`config.mk`:
```
export PLATFORM = sky130hd
export DESIGN_NAME = scs_ctrl
export DESIGN_NICKNAME = d
export VERILOG_FILES = /design/src/core/scs_pkg.sv /design/src/core/scs_clkgen.sv /design/src/core/scs_ctrl.sv
export SDC_FILE = /design/constraint.sdc
export NUM_CORES = 1
export LEC_CHECK = 0
export ABC_CLOCK_PERIOD_IN_PS = 3030
export BUFFER_PORTS_ARGS = -buffer_cell sky130_fd_sc_hd__buf_2
export CAP_MARGIN = 15
export CELL_PAD_IN_SITES_DETAIL_PLACEMENT = 0
export CELL_PAD_IN_SITES_GLOBAL_PLACEMENT = 1
export CORE_MARGIN = 10
export CORE_UTILIZATION = 41
export DETAILED_ROUTE_END_ITERATION = 8
export PLACE_DENSITY_LB_ADDON = 0.12
export SLEW_MARGIN = 20
export SYNTH_ARGS = -nofsm -noshare
export SYNTH_HDL_FRONTEND = slang
export SYNTH_SLANG_ARGS = --single-unit
```
`constraint.sdc`:
```
create_clock -name aclk -period 3.03 [get_ports aclk]
set_input_delay 0.303 -clock aclk [delete_from_list [all_inputs] [get_ports aclk]]
set_output_delay 0.303 -clock aclk [all_outputs]
set_load 0.05 [all_outputs]
```
`src/core/scs_pkg.sv`:
```
// Shared constants, types and register map of the supply class sequencer
package scs_pkg;

  // ==========================================================================
  // Timing
  localparam int unsigned CLK_PERIOD_NS    = 10;
  localparam int unsigned T_VCC_SETTLE_NS  = 10000;
  localparam int unsigned T_DEACT_NS       = 10000;
  localparam int unsigned VCC_SETTLE_CYC   =
    (T_VCC_SETTLE_NS + CLK_PERIOD_NS - 1) / CLK_PERIOD_NS;
  localparam int unsigned DEACT_CYC        =
    (T_DEACT_NS + CLK_PERIOD_NS - 1) / CLK_PERIOD_NS;
  localparam int unsigned RST_LOW_CLKS     = 400;
  localparam int unsigned ATR_WAIT_CLKS_DEF = 40000;
  localparam int unsigned RETRY_MAX        = 3;
  // Card clock half period in system cycles: 5 MHz .. 1 MHz
  localparam logic [5:0]  HALF_MIN         = 6'h0A;
  localparam logic [5:0]  HALF_MAX         = 6'h32;

  // ==========================================================================
  // Register map (byte addresses)
  localparam logic [7:0]  REG_CTRL     = 8'h00;
  localparam logic [7:0]  REG_CFG      = 8'h04;
  localparam logic [7:0]  REG_STATUS   = 8'h08;
  localparam logic [7:0]  REG_IRQ_STAT = 8'h0C;
  localparam logic [7:0]  REG_IRQ_CLR  = 8'h10;
  localparam logic [7:0]  REG_IRQ_EN   = 8'h14;
  localparam logic [7:0]  REG_IND      = 8'h18;
  // Field positions
  localparam int unsigned CTRL_START   = 0;
  localparam int unsigned CTRL_STOP    = 1;
  localparam int unsigned CTRL_WARM    = 2;
  localparam int unsigned CTRL_ESC_EN  = 3;
  localparam int unsigned CFG_HALF_LSB = 8;
  // Reset values
  localparam logic [2:0]  CFG_CLASSES_RST = 3'h7;
  localparam logic [5:0]  CFG_HALF_RST    = 6'h32;
  localparam logic        ESC_EN_RST      = 1'b1;
  // Event bits
  localparam int unsigned EV_ACTIVE  = 0;
  localparam int unsigned EV_REJECT  = 1;
  localparam int unsigned EV_SWITCH  = 2;
  localparam int unsigned EV_CORRUPT = 3;
  localparam int unsigned EV_NONADJ  = 4;
  localparam int unsigned EV_W       = 5;
  // Class indices: 0 = A (highest voltage) .. 2 = C (lowest)
  localparam int unsigned CLS_N = 3;

  // ==========================================================================
  // Types
  typedef enum logic [2:0] {
    ST_IDLE, ST_POWER, ST_RST_LOW, ST_WAIT_ATR, ST_DEACT, ST_ACTIVE, ST_REJECT
  } scs_state_t;

  // Report from the answer_to_reset receiver
  typedef struct packed {
    logic       done;       // one-cycle pulse: answer complete
    logic       bad;        // with done: answer corrupted
    logic       ind_valid;  // class_indication_byte present
    logic [7:0] ind;        // class_indication_byte
  } scs_atr_t;

  // Card contact drive
  typedef struct packed {
    logic       vcc_en;
    logic [2:0] vcc_sel;    // one-hot, bit i = class index i
    logic       rst_n;
    logic       clk;
  } scs_card_t;

endpackage : scs_pkg

```
`src/core/scs_clkgen.sv`:
```
// Card clock divider with even halves for a 50 percent duty cycle
`timescale 1ns/1ns
`default_nettype none
module scs_clkgen
  import scs_pkg::*;
(
  input  wire logic       aclk,
  input  wire logic       aresetn,
  input  wire logic       run,
  input  wire logic [5:0] half_per,
  output logic            card_clk,
  output logic            clk_rise
);

  logic [5:0] half;
  logic [5:0] cnt_q;

  // ==========================================================================
  // Clamp keeps the card clock in its legal band whatever software writes
  always_comb
  begin
    if (half_per < HALF_MIN)
      half = HALF_MIN;
    else if (half_per > HALF_MAX)
      half = HALF_MAX;
    else
      half = half_per;
  end

  // ==========================================================================
  // Equal high and low halves; stopped clock parks low
  always_ff @(posedge aclk)
  begin
    if (!aresetn || !run)
    begin
      cnt_q    <= 6'h00;
      card_clk <= 1'b0;
      clk_rise <= 1'b0;
    end
    else if (cnt_q >= half - 6'h01)
    begin
      cnt_q    <= 6'h00;
      card_clk <= ~card_clk;
      clk_rise <= ~card_clk;
    end
    else
    begin
      cnt_q    <= cnt_q + 6'h01;
      clk_rise <= 1'b0;
    end
  end

endmodule // scs_clkgen
`default_nettype wire

```
`src/core/scs_ctrl.sv`:
```
// Terminal-side supply class sequencer with AXI4-Lite control registers
`timescale 1ns/1ns
`default_nettype none
module scs_ctrl
  import scs_pkg::*;
#(
  parameter int unsigned ATR_WAIT_CLKS = ATR_WAIT_CLKS_DEF
)
(
  input  wire logic        aclk,
  input  wire logic        aresetn,
  input  wire logic [7:0]  s_axi_awaddr,
  input  wire logic        s_axi_awvalid,
  output logic             s_axi_awready,
  input  wire logic [31:0] s_axi_wdata,
  input  wire logic [3:0]  s_axi_wstrb,
  input  wire logic        s_axi_wvalid,
  output logic             s_axi_wready,
  output logic [1:0]       s_axi_bresp,
  output logic             s_axi_bvalid,
  input  wire logic        s_axi_bready,
  input  wire logic [7:0]  s_axi_araddr,
  input  wire logic        s_axi_arvalid,
  output logic             s_axi_arready,
  output logic [31:0]      s_axi_rdata,
  output logic [1:0]       s_axi_rresp,
  output logic             s_axi_rvalid,
  input  wire logic        s_axi_rready,
  input  wire scs_atr_t    answer_to_reset,
  output scs_card_t        card,
  output logic             atr_rx_en,
  output logic             reset_warm,
  output logic             irq
);

  // ==========================================================================
  // Helpers
  // Lowest voltage class present in a mask (highest index set)
  function automatic logic [1:0] lowest_cls(input logic [2:0] m);
    if (m[2])
      return 2'd2;
    else if (m[1])
      return 2'd1;
    else
      return 2'd0;
  endfunction

  // Byte-lane merge of a register write
  function automatic logic [31:0] wmerge(input logic [31:0] old,
                                         input logic [31:0] nw,
                                         input logic [3:0]  strb);
    logic [31:0] r;
    r = old;
    for (int i = 0; i < 4; i++)
    begin
      if (strb[i])
        r[8*i +: 8] = nw[8*i +: 8];
    end
    return r;
  endfunction

  // ==========================================================================
  // Declarations
  logic             aw_have_q;
  logic [7:0]       awaddr_q;
  logic             w_have_q;
  logic [31:0]      wdata_q;
  logic [3:0]       wstrb_q;
  logic             bvalid_q;
  logic [1:0]       bresp_q;
  logic             rvalid_q;
  logic [31:0]      rdata_q;
  logic [1:0]       rresp_q;
  logic             wr_fire;
  logic [31:0]      ctrl_wr;
  logic             cmd_start;
  logic             cmd_stop;
  logic             cmd_warm;
  logic             esc_en_q;
  logic [2:0]       term_m_q;
  logic [5:0]       half_q;
  logic [EV_W-1:0]  irq_stat_q;
  logic [EV_W-1:0]  irq_en_q;
  logic [EV_W-1:0]  ev_q;
  scs_state_t       state_q;
  logic [1:0]       cls_q;
  logic [1:0]       crpt_q;
  logic             first_q;
  logic             esc_q;
  logic             warm_q;
  logic             relaunch_q;
  logic             reject_q;
  logic [15:0]      tmr_q;
  logic [7:0]       ind_q;
  logic             up_ok;
  logic [2:0]       adv_m;
  logic             clk_run;
  logic             vcc_en_q;
  logic [2:0]       vcc_sel_q;
  logic             rst_n_q;
  logic             clk_out;
  logic             clk_rise;

  // ==========================================================================
  // AXI4-Lite write: address and data taken in either order
  assign s_axi_awready = !aw_have_q;
  assign s_axi_wready  = !w_have_q;
  assign s_axi_bvalid  = bvalid_q;
  assign s_axi_bresp   = bresp_q;
  assign wr_fire       = aw_have_q && w_have_q && !bvalid_q;

  always_ff @(posedge aclk)
  begin
    if (!aresetn)
    begin
      aw_have_q <= 1'b0;
      awaddr_q  <= 8'h00;
      w_have_q  <= 1'b0;
      wdata_q   <= 32'h0000_0000;
      wstrb_q   <= 4'h0;
      bvalid_q  <= 1'b0;
      bresp_q   <= 2'h0;
    end
    else
    begin
      if (s_axi_awvalid && !aw_have_q)
      begin
        aw_have_q <= 1'b1;
        awaddr_q  <= s_axi_awaddr;
      end
      if (s_axi_wvalid && !w_have_q)
      begin
        w_have_q <= 1'b1;
        wdata_q  <= s_axi_wdata;
        wstrb_q  <= s_axi_wstrb;
      end
      if (wr_fire)
      begin
        aw_have_q <= 1'b0;
        w_have_q  <= 1'b0;
        bvalid_q  <= 1'b1;
        case (awaddr_q)
          REG_CTRL, REG_CFG, REG_IRQ_CLR, REG_IRQ_EN: bresp_q <= 2'h0;
          default:                                   bresp_q <= 2'h2;
        endcase
      end
      else if (bvalid_q && s_axi_bready)
        bvalid_q <= 1'b0;
    end
  end

  // Command pulses: only on the write that reaches CTRL
  assign ctrl_wr   = wmerge(32'h0000_0000, wdata_q, wstrb_q);
  assign cmd_start = wr_fire && (awaddr_q == REG_CTRL) && ctrl_wr[CTRL_START];
  assign cmd_stop  = wr_fire && (awaddr_q == REG_CTRL) && ctrl_wr[CTRL_STOP];
  assign cmd_warm  = wr_fire && (awaddr_q == REG_CTRL) && ctrl_wr[CTRL_WARM];

  // ==========================================================================
  // Configuration registers
  always_ff @(posedge aclk)
  begin
    if (!aresetn)
    begin
      esc_en_q <= ESC_EN_RST;
      term_m_q <= CFG_CLASSES_RST;
      half_q   <= CFG_HALF_RST;
      irq_en_q <= '0;
    end
    else if (wr_fire)
    begin
      case (awaddr_q)
        REG_CTRL:
          if (wstrb_q[0])
            esc_en_q <= wdata_q[CTRL_ESC_EN];
        REG_CFG:
        begin
          if (wstrb_q[0])
            term_m_q <= wdata_q[2:0];
          if (wstrb_q[1])
            half_q <= wdata_q[CFG_HALF_LSB +: 6];
        end
        REG_IRQ_EN:
          if (wstrb_q[0])
            irq_en_q <= wdata_q[EV_W-1:0];
        default:
          irq_en_q <= irq_en_q;
      endcase
    end
  end

  // ==========================================================================
  // Sticky events; a new event wins over a clear in the same cycle
  always_ff @(posedge aclk)
  begin
    if (!aresetn)
      irq_stat_q <= '0;
    else if (wr_fire && awaddr_q == REG_IRQ_CLR && wstrb_q[0])
      irq_stat_q <= (irq_stat_q & ~wdata_q[EV_W-1:0]) | ev_q;
    else
      irq_stat_q <= irq_stat_q | ev_q;
  end

  assign irq = |(irq_stat_q & irq_en_q);

  // ==========================================================================
  // AXI4-Lite read: one answer per address, held until rready
  assign s_axi_arready = !rvalid_q;
  assign s_axi_rvalid  = rvalid_q;
  assign s_axi_rdata   = rdata_q;
  assign s_axi_rresp   = rresp_q;

  always_ff @(posedge aclk)
  begin
    if (!aresetn)
    begin
      rvalid_q <= 1'b0;
      rdata_q  <= 32'h0000_0000;
      rresp_q  <= 2'h0;
    end
    else if (s_axi_arvalid && !rvalid_q)
    begin
      rvalid_q <= 1'b1;
      rresp_q  <= 2'h0;
      rdata_q  <= 32'h0000_0000;
      case (s_axi_araddr)
        REG_CTRL:     rdata_q[CTRL_ESC_EN] <= esc_en_q;
        REG_CFG:      rdata_q <= {18'h0, half_q, 5'h0, term_m_q};
        REG_STATUS:   rdata_q <= {16'h0, 3'h0, warm_q, 2'h0, crpt_q,
                                  2'h0, cls_q, 1'b0, state_q};
        REG_IRQ_STAT: rdata_q[EV_W-1:0] <= irq_stat_q;
        REG_IRQ_CLR:  rdata_q <= 32'h0000_0000;
        REG_IRQ_EN:   rdata_q[EV_W-1:0] <= irq_en_q;
        REG_IND:      rdata_q[7:0] <= ind_q;
        default:      rresp_q <= 2'h2;
      endcase
    end
    else if (rvalid_q && s_axi_rready)
      rvalid_q <= 1'b0;
  end

  // ==========================================================================
  // Class decisions
  // Next higher voltage is the next lower index, if the terminal offers it
  assign up_ok = (cls_q != 2'd0) && term_m_q[cls_q - 2'd1];
  // Advertised classes the terminal can also drive; reserved D/E ignored
  assign adv_m = answer_to_reset.ind[2:0] & term_m_q;

  // ==========================================================================
  // Activation sequencer
  always_ff @(posedge aclk)
  begin
    if (!aresetn)
    begin
      state_q    <= ST_IDLE;
      cls_q      <= 2'd0;
      crpt_q     <= 2'd0;
      first_q    <= 1'b0;
      esc_q      <= 1'b0;
      warm_q     <= 1'b0;
      relaunch_q <= 1'b0;
      reject_q   <= 1'b0;
      tmr_q      <= 16'h0000;
      ind_q      <= 8'h00;
      ev_q       <= '0;
    end
    else
    begin
      ev_q <= '0;
      case (state_q)
        ST_IDLE, ST_REJECT:
          if (cmd_start)
          begin
            tmr_q   <= 16'h0000;
            crpt_q  <= 2'd0;
            esc_q   <= 1'b0;
            warm_q  <= 1'b0;
            first_q <= 1'b1;
            if (|term_m_q)
            begin
              cls_q   <= lowest_cls(term_m_q);
              state_q <= ST_POWER;
            end
            else
            begin
              ev_q[EV_REJECT] <= 1'b1;
              state_q         <= ST_REJECT;
            end
          end
        ST_POWER:
          if (tmr_q == 16'(VCC_SETTLE_CYC - 1))
          begin
            tmr_q   <= 16'h0000;
            state_q <= ST_RST_LOW;
          end
          else
            tmr_q <= tmr_q + 16'h0001;
        ST_RST_LOW:
          if (tmr_q == 16'(RST_LOW_CLKS))
          begin
            tmr_q   <= 16'h0000;
            state_q <= ST_WAIT_ATR;
          end
          else if (clk_rise)
            tmr_q <= tmr_q + 16'h0001;
        ST_WAIT_ATR:
          if (answer_to_reset.done && !answer_to_reset.bad)
          begin
            crpt_q <= 2'd0;
            tmr_q  <= 16'h0000;
            if (answer_to_reset.ind_valid)
            begin
              ind_q <= answer_to_reset.ind;
              if (answer_to_reset.ind[0] && answer_to_reset.ind[2])
                ev_q[EV_NONADJ] <= 1'b1;
            end
            if (first_q && answer_to_reset.ind_valid && !answer_to_reset.ind[cls_q])
            begin
              // Re-power at the lowest advertised class the terminal offers; reject if it offers none
              relaunch_q <= |adv_m;
              reject_q   <= ~|adv_m;
              cls_q      <= lowest_cls(adv_m);
              first_q    <= 1'b0;
              ev_q[EV_SWITCH] <= |adv_m;
              state_q    <= ST_DEACT;
            end
            else
            begin
              first_q <= 1'b0;
              ev_q[EV_ACTIVE] <= 1'b1;
              state_q <= ST_ACTIVE;
            end
          end
          else if (answer_to_reset.done)
          begin
            ev_q[EV_CORRUPT] <= 1'b1;
            tmr_q   <= 16'h0000;
            state_q <= ST_DEACT;
            warm_q  <= 1'b0;
            if (!esc_q && crpt_q < 2'(RETRY_MAX - 1))
            begin
              crpt_q     <= crpt_q + 2'd1;
              relaunch_q <= 1'b1;
              reject_q   <= 1'b0;
            end
            else if (!esc_q && esc_en_q && up_ok)
            begin
              // Single retry, one class up and no further
              cls_q      <= cls_q - 2'd1;
              esc_q      <= 1'b1;
              crpt_q     <= 2'd0;
              relaunch_q <= 1'b1;
              reject_q   <= 1'b0;
              ev_q[EV_SWITCH] <= 1'b1;
            end
            else
            begin
              relaunch_q <= 1'b0;
              reject_q   <= 1'b1;
            end
          end
          else if (clk_rise && tmr_q == 16'(ATR_WAIT_CLKS - 1))
          begin
            // Silence: power down and climb one class if possible
            tmr_q      <= 16'h0000;
            state_q    <= ST_DEACT;
            warm_q     <= 1'b0;
            relaunch_q <= up_ok;
            reject_q   <= ~up_ok;
            crpt_q     <= 2'd0;
            if (up_ok)
            begin
              cls_q <= cls_q - 2'd1;
              ev_q[EV_SWITCH] <= 1'b1;
            end
          end
          else if (clk_rise)
            tmr_q <= tmr_q + 16'h0001;
        ST_DEACT:
          if (tmr_q == 16'(DEACT_CYC - 1))
          begin
            tmr_q <= 16'h0000;
            if (relaunch_q)
              state_q <= ST_POWER;
            else if (reject_q)
            begin
              ev_q[EV_REJECT] <= 1'b1;
              state_q <= ST_REJECT;
            end
            else
              state_q <= ST_IDLE;
          end
          else
            tmr_q <= tmr_q + 16'h0001;
        ST_ACTIVE:
          if (cmd_warm)
          begin
            // Keep power and clock; only reset is pulsed
            warm_q  <= 1'b1;
            tmr_q   <= 16'h0000;
            state_q <= ST_RST_LOW;
          end
        default:
          state_q <= ST_IDLE;
      endcase
      // Host stop overrides any sequence in progress
      if (cmd_stop && state_q != ST_IDLE && state_q != ST_REJECT)
      begin
        relaunch_q <= 1'b0;
        reject_q   <= 1'b0;
        tmr_q      <= 16'h0000;
        state_q    <= ST_DEACT;
      end
    end
  end

  // ==========================================================================
  // Contact drive, registered from the sequencer state
  always_ff @(posedge aclk)
  begin
    if (!aresetn)
    begin
      vcc_en_q     <= 1'b0;
      vcc_sel_q    <= 3'h0;
      rst_n_q      <= 1'b0;
      atr_rx_en    <= 1'b0;
      reset_warm   <= 1'b0;
    end
    else
    begin
      vcc_en_q     <= state_q inside {ST_POWER, ST_RST_LOW, ST_WAIT_ATR, ST_ACTIVE};
      vcc_sel_q    <= (state_q inside {ST_IDLE, ST_DEACT, ST_REJECT})
                      ? 3'h0 : 3'(3'h1 << cls_q);
      rst_n_q      <= state_q inside {ST_WAIT_ATR, ST_ACTIVE};
      // Receiver enabled only once a class is powered and reset released
      atr_rx_en    <= state_q inside {ST_WAIT_ATR, ST_ACTIVE};
      reset_warm   <= warm_q;
    end
  end

  // Unregistered run: card clock stops on the same edge as the supply
  assign clk_run = state_q inside {ST_RST_LOW, ST_WAIT_ATR, ST_ACTIVE};
  assign card    = '{vcc_en: vcc_en_q, vcc_sel: vcc_sel_q, rst_n: rst_n_q, clk: clk_out};

  // ==========================================================================
  // Card clock source
  scs_clkgen u_clkgen (
    .aclk     (aclk),
    .aresetn  (aresetn),
    .run      (clk_run),
    .half_per (half_q),
    .card_clk (clk_out),
    .clk_rise (clk_rise)
  );

endmodule // scs_ctrl
`default_nettype wire

```
==> run_results.csv, run 1 <==
group,metric,value,unit
floorplan,start_util,0.414,
synth,netlist_instances,733,
timing,max_slew.worst_pin.slew,1.06,ns
power,peakVddDrop,0.000380,V
timing,setup_viol,0,
global_routing,grt-ovfl-total,0,
cts,cts_hold_buf,0,
floorplan,dieHeight,141,um
power,p_switching,1.31,mW
routing,vias_per_cell,5.49,
timing,fmax,0.352,GHz
floorplan,die_area,19800,um^2
global_routing,grt_max_degree,68,
power,p_int,3.26,mW
power,combPwrFrac,0.175,
global_routing,grt_pass1_wl,28300,um
timing,hold_slack,0.0718,ns
timing,hold_viol,0,
final_layout,drive_gt1_frac,0.175,
power,switching_share,0.287,
placed_design,dpl_cell_area,6390,um^2
synth,avgSynthCellArea,8.15,um^2
cts,numClockSinks,116,
cts,clkTransAtPathRegs,0.05,ns
timing,finalClockSkew,0.00559,ns
power,power_density,652,nW/um^2
placed_design,detailedPlace.worstSlack,0.206,ns
timing,min_period,2.84,ns
final_layout,syn2layout_area_growth,17.4,%
synth,synth_ff_type,"dfxtp_1",
critical_path,start_kind,"register",
final_layout,n_antenna_cell,0,
placed_design,io_buffers,76,
run_status,status,"completed",
timing,slew_headroom,0.294,
routing,vias,5473,
global_routing,antenna_found_initial,0,
floorplan,die_w,141,um
worst_hold_path,hold_class,"primary input to register",
routing,wl_per_cell,17.7,um
synth,ys_seq_area_frac,0.389,
global_routing,grt_pass1_vias,5312,
final_layout,final_core_util,0.486,
cts,htreeDepth,4,
floorplan,rows,44,
global_routing,grt_usage,0.175,
routing,drc,0,
placed_design,globalplace.congestion,0.891,
timing,finalCritPeriodShare,0.938,
routing,final_antenna_net_count,0,
synth,synth_edf_count,0,
critical_path,critical_path_required,3.39,ns
timing,setup_ws,0.188,ns
synth,yosys_register_bits,116,
final_layout,layout_common_cells,"dfxtp_1, nor2_1, nand2_1",
final_layout,final.fill_count,1437,
synth,synth_area,5980,um^2
cts,clock_latency,0.42,ns
critical_path,cp_max_fo,8,
power,power.leakage,2.98,nW
critical_path,arrival,3.20,ns
routing,first_pass_iters,5,
final_layout,fin_nets,881,
synth,yosysWarnings,0,
critical_path,worstSetupPathType,"register to register",
power,power_frac_clock,0.463,
final_layout,fin_area,7020,um^2
job,cap_violations,0,
cts,post_cts_resized,0,
placed_design,hpwl,13100,um
cts,cts_made_buffers,17,
synth,ys_types,73,
cts,root_buffer,"clkbuf_16",
critical_path,cp-end-kind,"register",
cts,cts_setup_buffers,0,
floorplan,io_pins,120,
synth,synthArstFlopShare,0,
timing,rsz0062_at_grt,"no",
final_layout,layout_commonest_cell,"dfxtp_1",
timing,setup_tns,0,ns
routing,drtIter0Drc,396,
cts,cts_tree,"done",
power,p_seq_frac,0.362,
floorplan,placeableCoreArea,14400,um^2
cts,clock_path_buffers,2,
routing,drt_wl_total,17700,um
timing,slew_violations,0,
==> metrics by stage <==
step	cells	power, mW
2_1_floorplan	752	2.29
3_3_place_gp	965	2.48
3_5_place_dp	965	2.49
4_1_cts	996	4.61
5_1_grt	996	4.77
6_report	996	4.58
==> flip-flops by register name, summed over array words and instances, names as in the netlist, 2 cells and up <==
name and flops:
vcc_sel_q 3, s_axi_rdata 14, irq_en_q 5, tmr_q 16, wstrb_q 2, half_q 6
state_q 3, wdata_q 11, cls_q 2, irq_stat_q 5, ev_q 5, term_m_q 3
u_clkgen.cnt_q 6, crpt_q 2, ind_q 8, awaddr_q 8
==> path summary, 6_finish.rpt <==
path | endpoint | start | cells past startpoint | slack (ns)
min reg2reg | s_axi_rdata[12]$_SDFFE_PN0P_ | s_axi_rdata[12]$_SDFFE_PN0P_ | 2 | 0.45
max | state_q[1]$_SDFFE_PP0P_ | tmr_q[0]$_SDFFE_PP0P_ | 9 | 0.19
min | s_axi_rvalid$_SDFFE_PN0P_ | s_axi_rready | 2 | 0.07
max reg2reg | state_q[1]$_SDFFE_PP0P_ | tmr_q[0]$_SDFFE_PP0P_ | 9 | 0.19
==> cell usage after synthesis, types with 5 or more instances <==
library cell    n  area [um^2]
dfxtp_1       116         2320
nand2_1        89          334
nor2_1         89          334
a21oi_1        56          280
mux2i_1        33          330
nand3_1        30          150
clkbuf_1       26         97.6
buf_4          23          173
inv_1          20         75.1
nor3_1         20          100
o21ai_0        20          100
a22oi_1        15          113
a211oi_1       12         90.1
nand4_1        12         75.1
ha_1           11          138
nor4_1         10         62.6
and2_1          9         56.3
nor2b_1         9         56.3
a22o_1          7         61.3
and3_1          7         43.8
buf_6           7         78.8
xnor2_1         7         61.3
or3_1           6         37.5
a21o_1          5         37.5
mux2_2          5         56.3
o211ai_1        5         37.5
==> final cells by class <==
type                            count  area [um^2]  share of cell area
Tap cell                          184          230              0.0328
Clock buffer                       23          508              0.0724
Clock inverter                      8          121              0.0173
Inverter                           21         78.8              0.0112
Timing Repair Buffer               91          493              0.0703
Sequential cell                   116         2320               0.331
Multi-Input combinational cell    553         3260               0.465
==> layer usage <==
metal | GRT usage | wire length [um] | vias up
li1 | - | - | 2712
met1 | 0.235 | 8610 | 2599
met2 | 0.268 | 7900 | 145
met3 | 0.0437 | 929 | 17
met4 | 0.0571 | 216 | 0
met5 | 0 | 0 | -
==> power groups by stage <==
stage	clock (mW)	combinational, mW	sequential, mW
after floorplan	0	0.613	1.68
after global placement	0	0.791	1.68
after detailed placement	0	0.800	1.69
after CTS	2.15	0.803	1.66
after global routing	2.21	0.883	1.67
final	2.12	0.800	1.66
==> cells by family after synthesis <==
| group | Yosys count | synth area share |
|---|---|---|
| AO/OA/AOI/OAI | 161 | 0.177 |
| AND/OR/NAND/NOR | 312 | 0.252 |
| flip-flops | 116 | 0.389 |
| buffers and inverters | 83 | 0.0775 |
| adder cells (fa/ha/maj) | 11 | 0.0230 |
| other | 1 | 0.000628 |
| XOR/XNOR | 11 | 0.0161 |
| multiplexers | 38 | 0.0647 |
==> critical path, stage by stage (launching register included) <==
cell     delay, ns
dfxtp_1       0.36
inv_1         0.07
ha_1          0.13
or4bb_1       0.49
or4_4         0.54
a22oi_2       0.40
nand2_1       0.14
buf_4         0.18
o31ai_1       0.25
o311a_1       0.20
Note: power is estimated with default switching activity, not from simulation.
==> run 2: changes to the inputs <==
CTS_BUF_LIST = sky130_fd_sc_hd__clkbuf_16   (was unset)
==> run_results.csv, run 2 (synthesis results as in run 1) <==
group,metric,value,unit
run_status,status,"completed",
cts,cts_made_buffers,17,
final_layout,layout_common_cells,"dfxtp_1, nor2_1, nand2_1",
timing,hold_viol,0,
timing,slew_violations,0,
placed_design,io_buffers,76,
global_routing,antenna_found_initial,0,
critical_path,critPathMaxStageDelay,0.54,ns
routing,drt_wl_total,17600,um
cts,root_buffer,"clkbuf_16",
routing,drc,0,
cts,clock_latency,0.42,ns
critical_path,critPathBufInv,1,
placed_design,detailedPlace.worstSlack,0.206,ns
cts,htreeDepth,4,
timing,setup_viol,0,
floorplan,start_util,0.414,
global_routing,grt_pass1_wl,28200,um
cts,post_cts_resized,0,
final_layout,layout_commonest_cell,"dfxtp_1",
timing,min_period,2.81,ns
worst_hold_path,hold_class,"primary input to register",
critical_path,start_kind,"register",
placed_design,hpwl,13100,um
power,peakVddDrop,0.000378,V
critical_path,critical_path_required,3.34,ns
timing,slew_headroom,0.298,
floorplan,placeableCoreArea,14400,um^2
global_routing,grt_usage,0.174,
power,power.leakage,2.95,nW
floorplan,rows,44,
floorplan,io_pins,120,
timing,finalCritPeriodShare,0.928,
final_layout,fin_nets,881,
critical_path,worstSetupPathType,"register to register",
final_layout,syn2layout_area_growth,16.4,%
cts,cts_tree,"done",
critical_path,critPathTopFamily,"simple AND/OR/NAND/NOR gates",
timing,finalClockSkew,0.00586,ns
floorplan,dieHeight,141,um
routing,vias,5474,
critical_path,critPathSlowestCell,"or4_4",
critical_path,arrival,3.12,ns
timing,max_slew.worst_pin.slew,1.05,ns
global_routing,grt-ovfl-total,0,
timing,setup_tns,0,ns
routing,drtIter0Drc,403,
timing,setup_ws,0.219,ns
critical_path,rrSetupSlack,0.22,ns
critical_path,cp_max_fo,8,
timing,rsz0062_at_grt,"no",
global_routing,grt_pass1_vias,5320,
final_layout,drive_gt1_frac,0.167,
final_layout,n_antenna_cell,0,
routing,final_antenna_net_count,0,
cts,clock_path_buffers,2,
placed_design,globalplace.congestion,0.891,
routing,vias_per_cell,5.50,
cts,clkTransAtPathRegs,0.05,ns
floorplan,die_area,19800,um^2
critical_path,crit_chain,"inv_1 > ha_1 > or4bb_1 > or4_4 > a22oi_2 > nor2_1 > a211o_1 > a31o_1",
cts,cts_setup_buffers,0,
cts,numClockSinks,116,
timing,fmax,0.356,GHz
critical_path,cp-end-kind,"register",
global_routing,grt_max_degree,68,
routing,first_pass_iters,5,
routing,wl_per_cell,17.7,um
power,power_density,635,nW/um^2
final_layout,largest_reg_flops,16,
floorplan,die_w,141,um
job,cap_violations,0,
cts,cts_hold_buf,0,
final_layout,largest-register,"tmr_q",
-- run 2: cell types whose count changed in the layout (fill, tap and decap cells not counted) --
cell      change
clkinv_1      +6
clkbuf_8      -6
-- run 2: through the flow --
stage | power (mW) | std cells | hold slack, ns | util | cell area (um^2)
2_1_floorplan | 2.29 | 752 | 0.403 | - | 6050
3_3_place_gp | 2.48 | 965 | 0.424 | 0.443 | 6390
3_5_place_dp | 2.49 | 965 | 0.435 | 0.443 | 6390
4_1_cts | 4.45 | 996 | 0.0577 | 0.482 | 6960
5_1_grt | 4.61 | 996 | 0.0736 | 0.482 | 6960
6_report | 4.42 | 996 | 0.0699 | 0.482 | 6960
-- run 2: per-layer routing --
layer / vias up / wire (um) / GRT usage
met5: - / 0 / 0
li1: 2709 / - / -
met1: 2598 / 8490 / 0.235
met2: 147 / 7890 / 0.267
met4: 0 / 209 / 0.0571
met3: 20 / 1020 / 0.0427
-- run 2: path summary, 6_finish.rpt --
kind	cells past startpoint	from	end
setup / recovery	8	tmr_q[0]$_SDFFE_PP0P_	tmr_q[15]$_SDFFE_PP0P_
hold / removal	2	s_axi_rready	s_axi_rvalid$_SDFFE_PN0P_
setup reg to reg	8	tmr_q[0]$_SDFFE_PP0P_	tmr_q[15]$_SDFFE_PP0P_
hold reg to reg	2	s_axi_rdata[12]$_SDFFE_PN0P_	s_axi_rdata[12]$_SDFFE_PN0P_
-- run 2: cell type report --
class	instances	area, um^2
Clock buffer	17	425
Inverter	21	78.8
Tap cell	184	230
Clock inverter	14	144
Multi-Input combinational cell	553	3260
Timing Repair Buffer	91	493
Fill cell	1436	7470
Sequential cell	116	2320
-- run 2: power breakdown --
group	switching, mW	internal [mW]
combinational	0.537	0.264
sequential	0.0756	1.58
clock	0.694	1.26
total	1.31	3.11
-- run 2: worst register-to-register path, cell delays in order, from the launching register on --
cell and delay [ns]:
dfxtp_1 0.35, inv_1 0.07, ha_1 0.13, or4bb_1 0.50, or4_4 0.54, a22oi_2 0.40
nor2_1 0.20, a211o_1 0.30, a31o_1 0.21
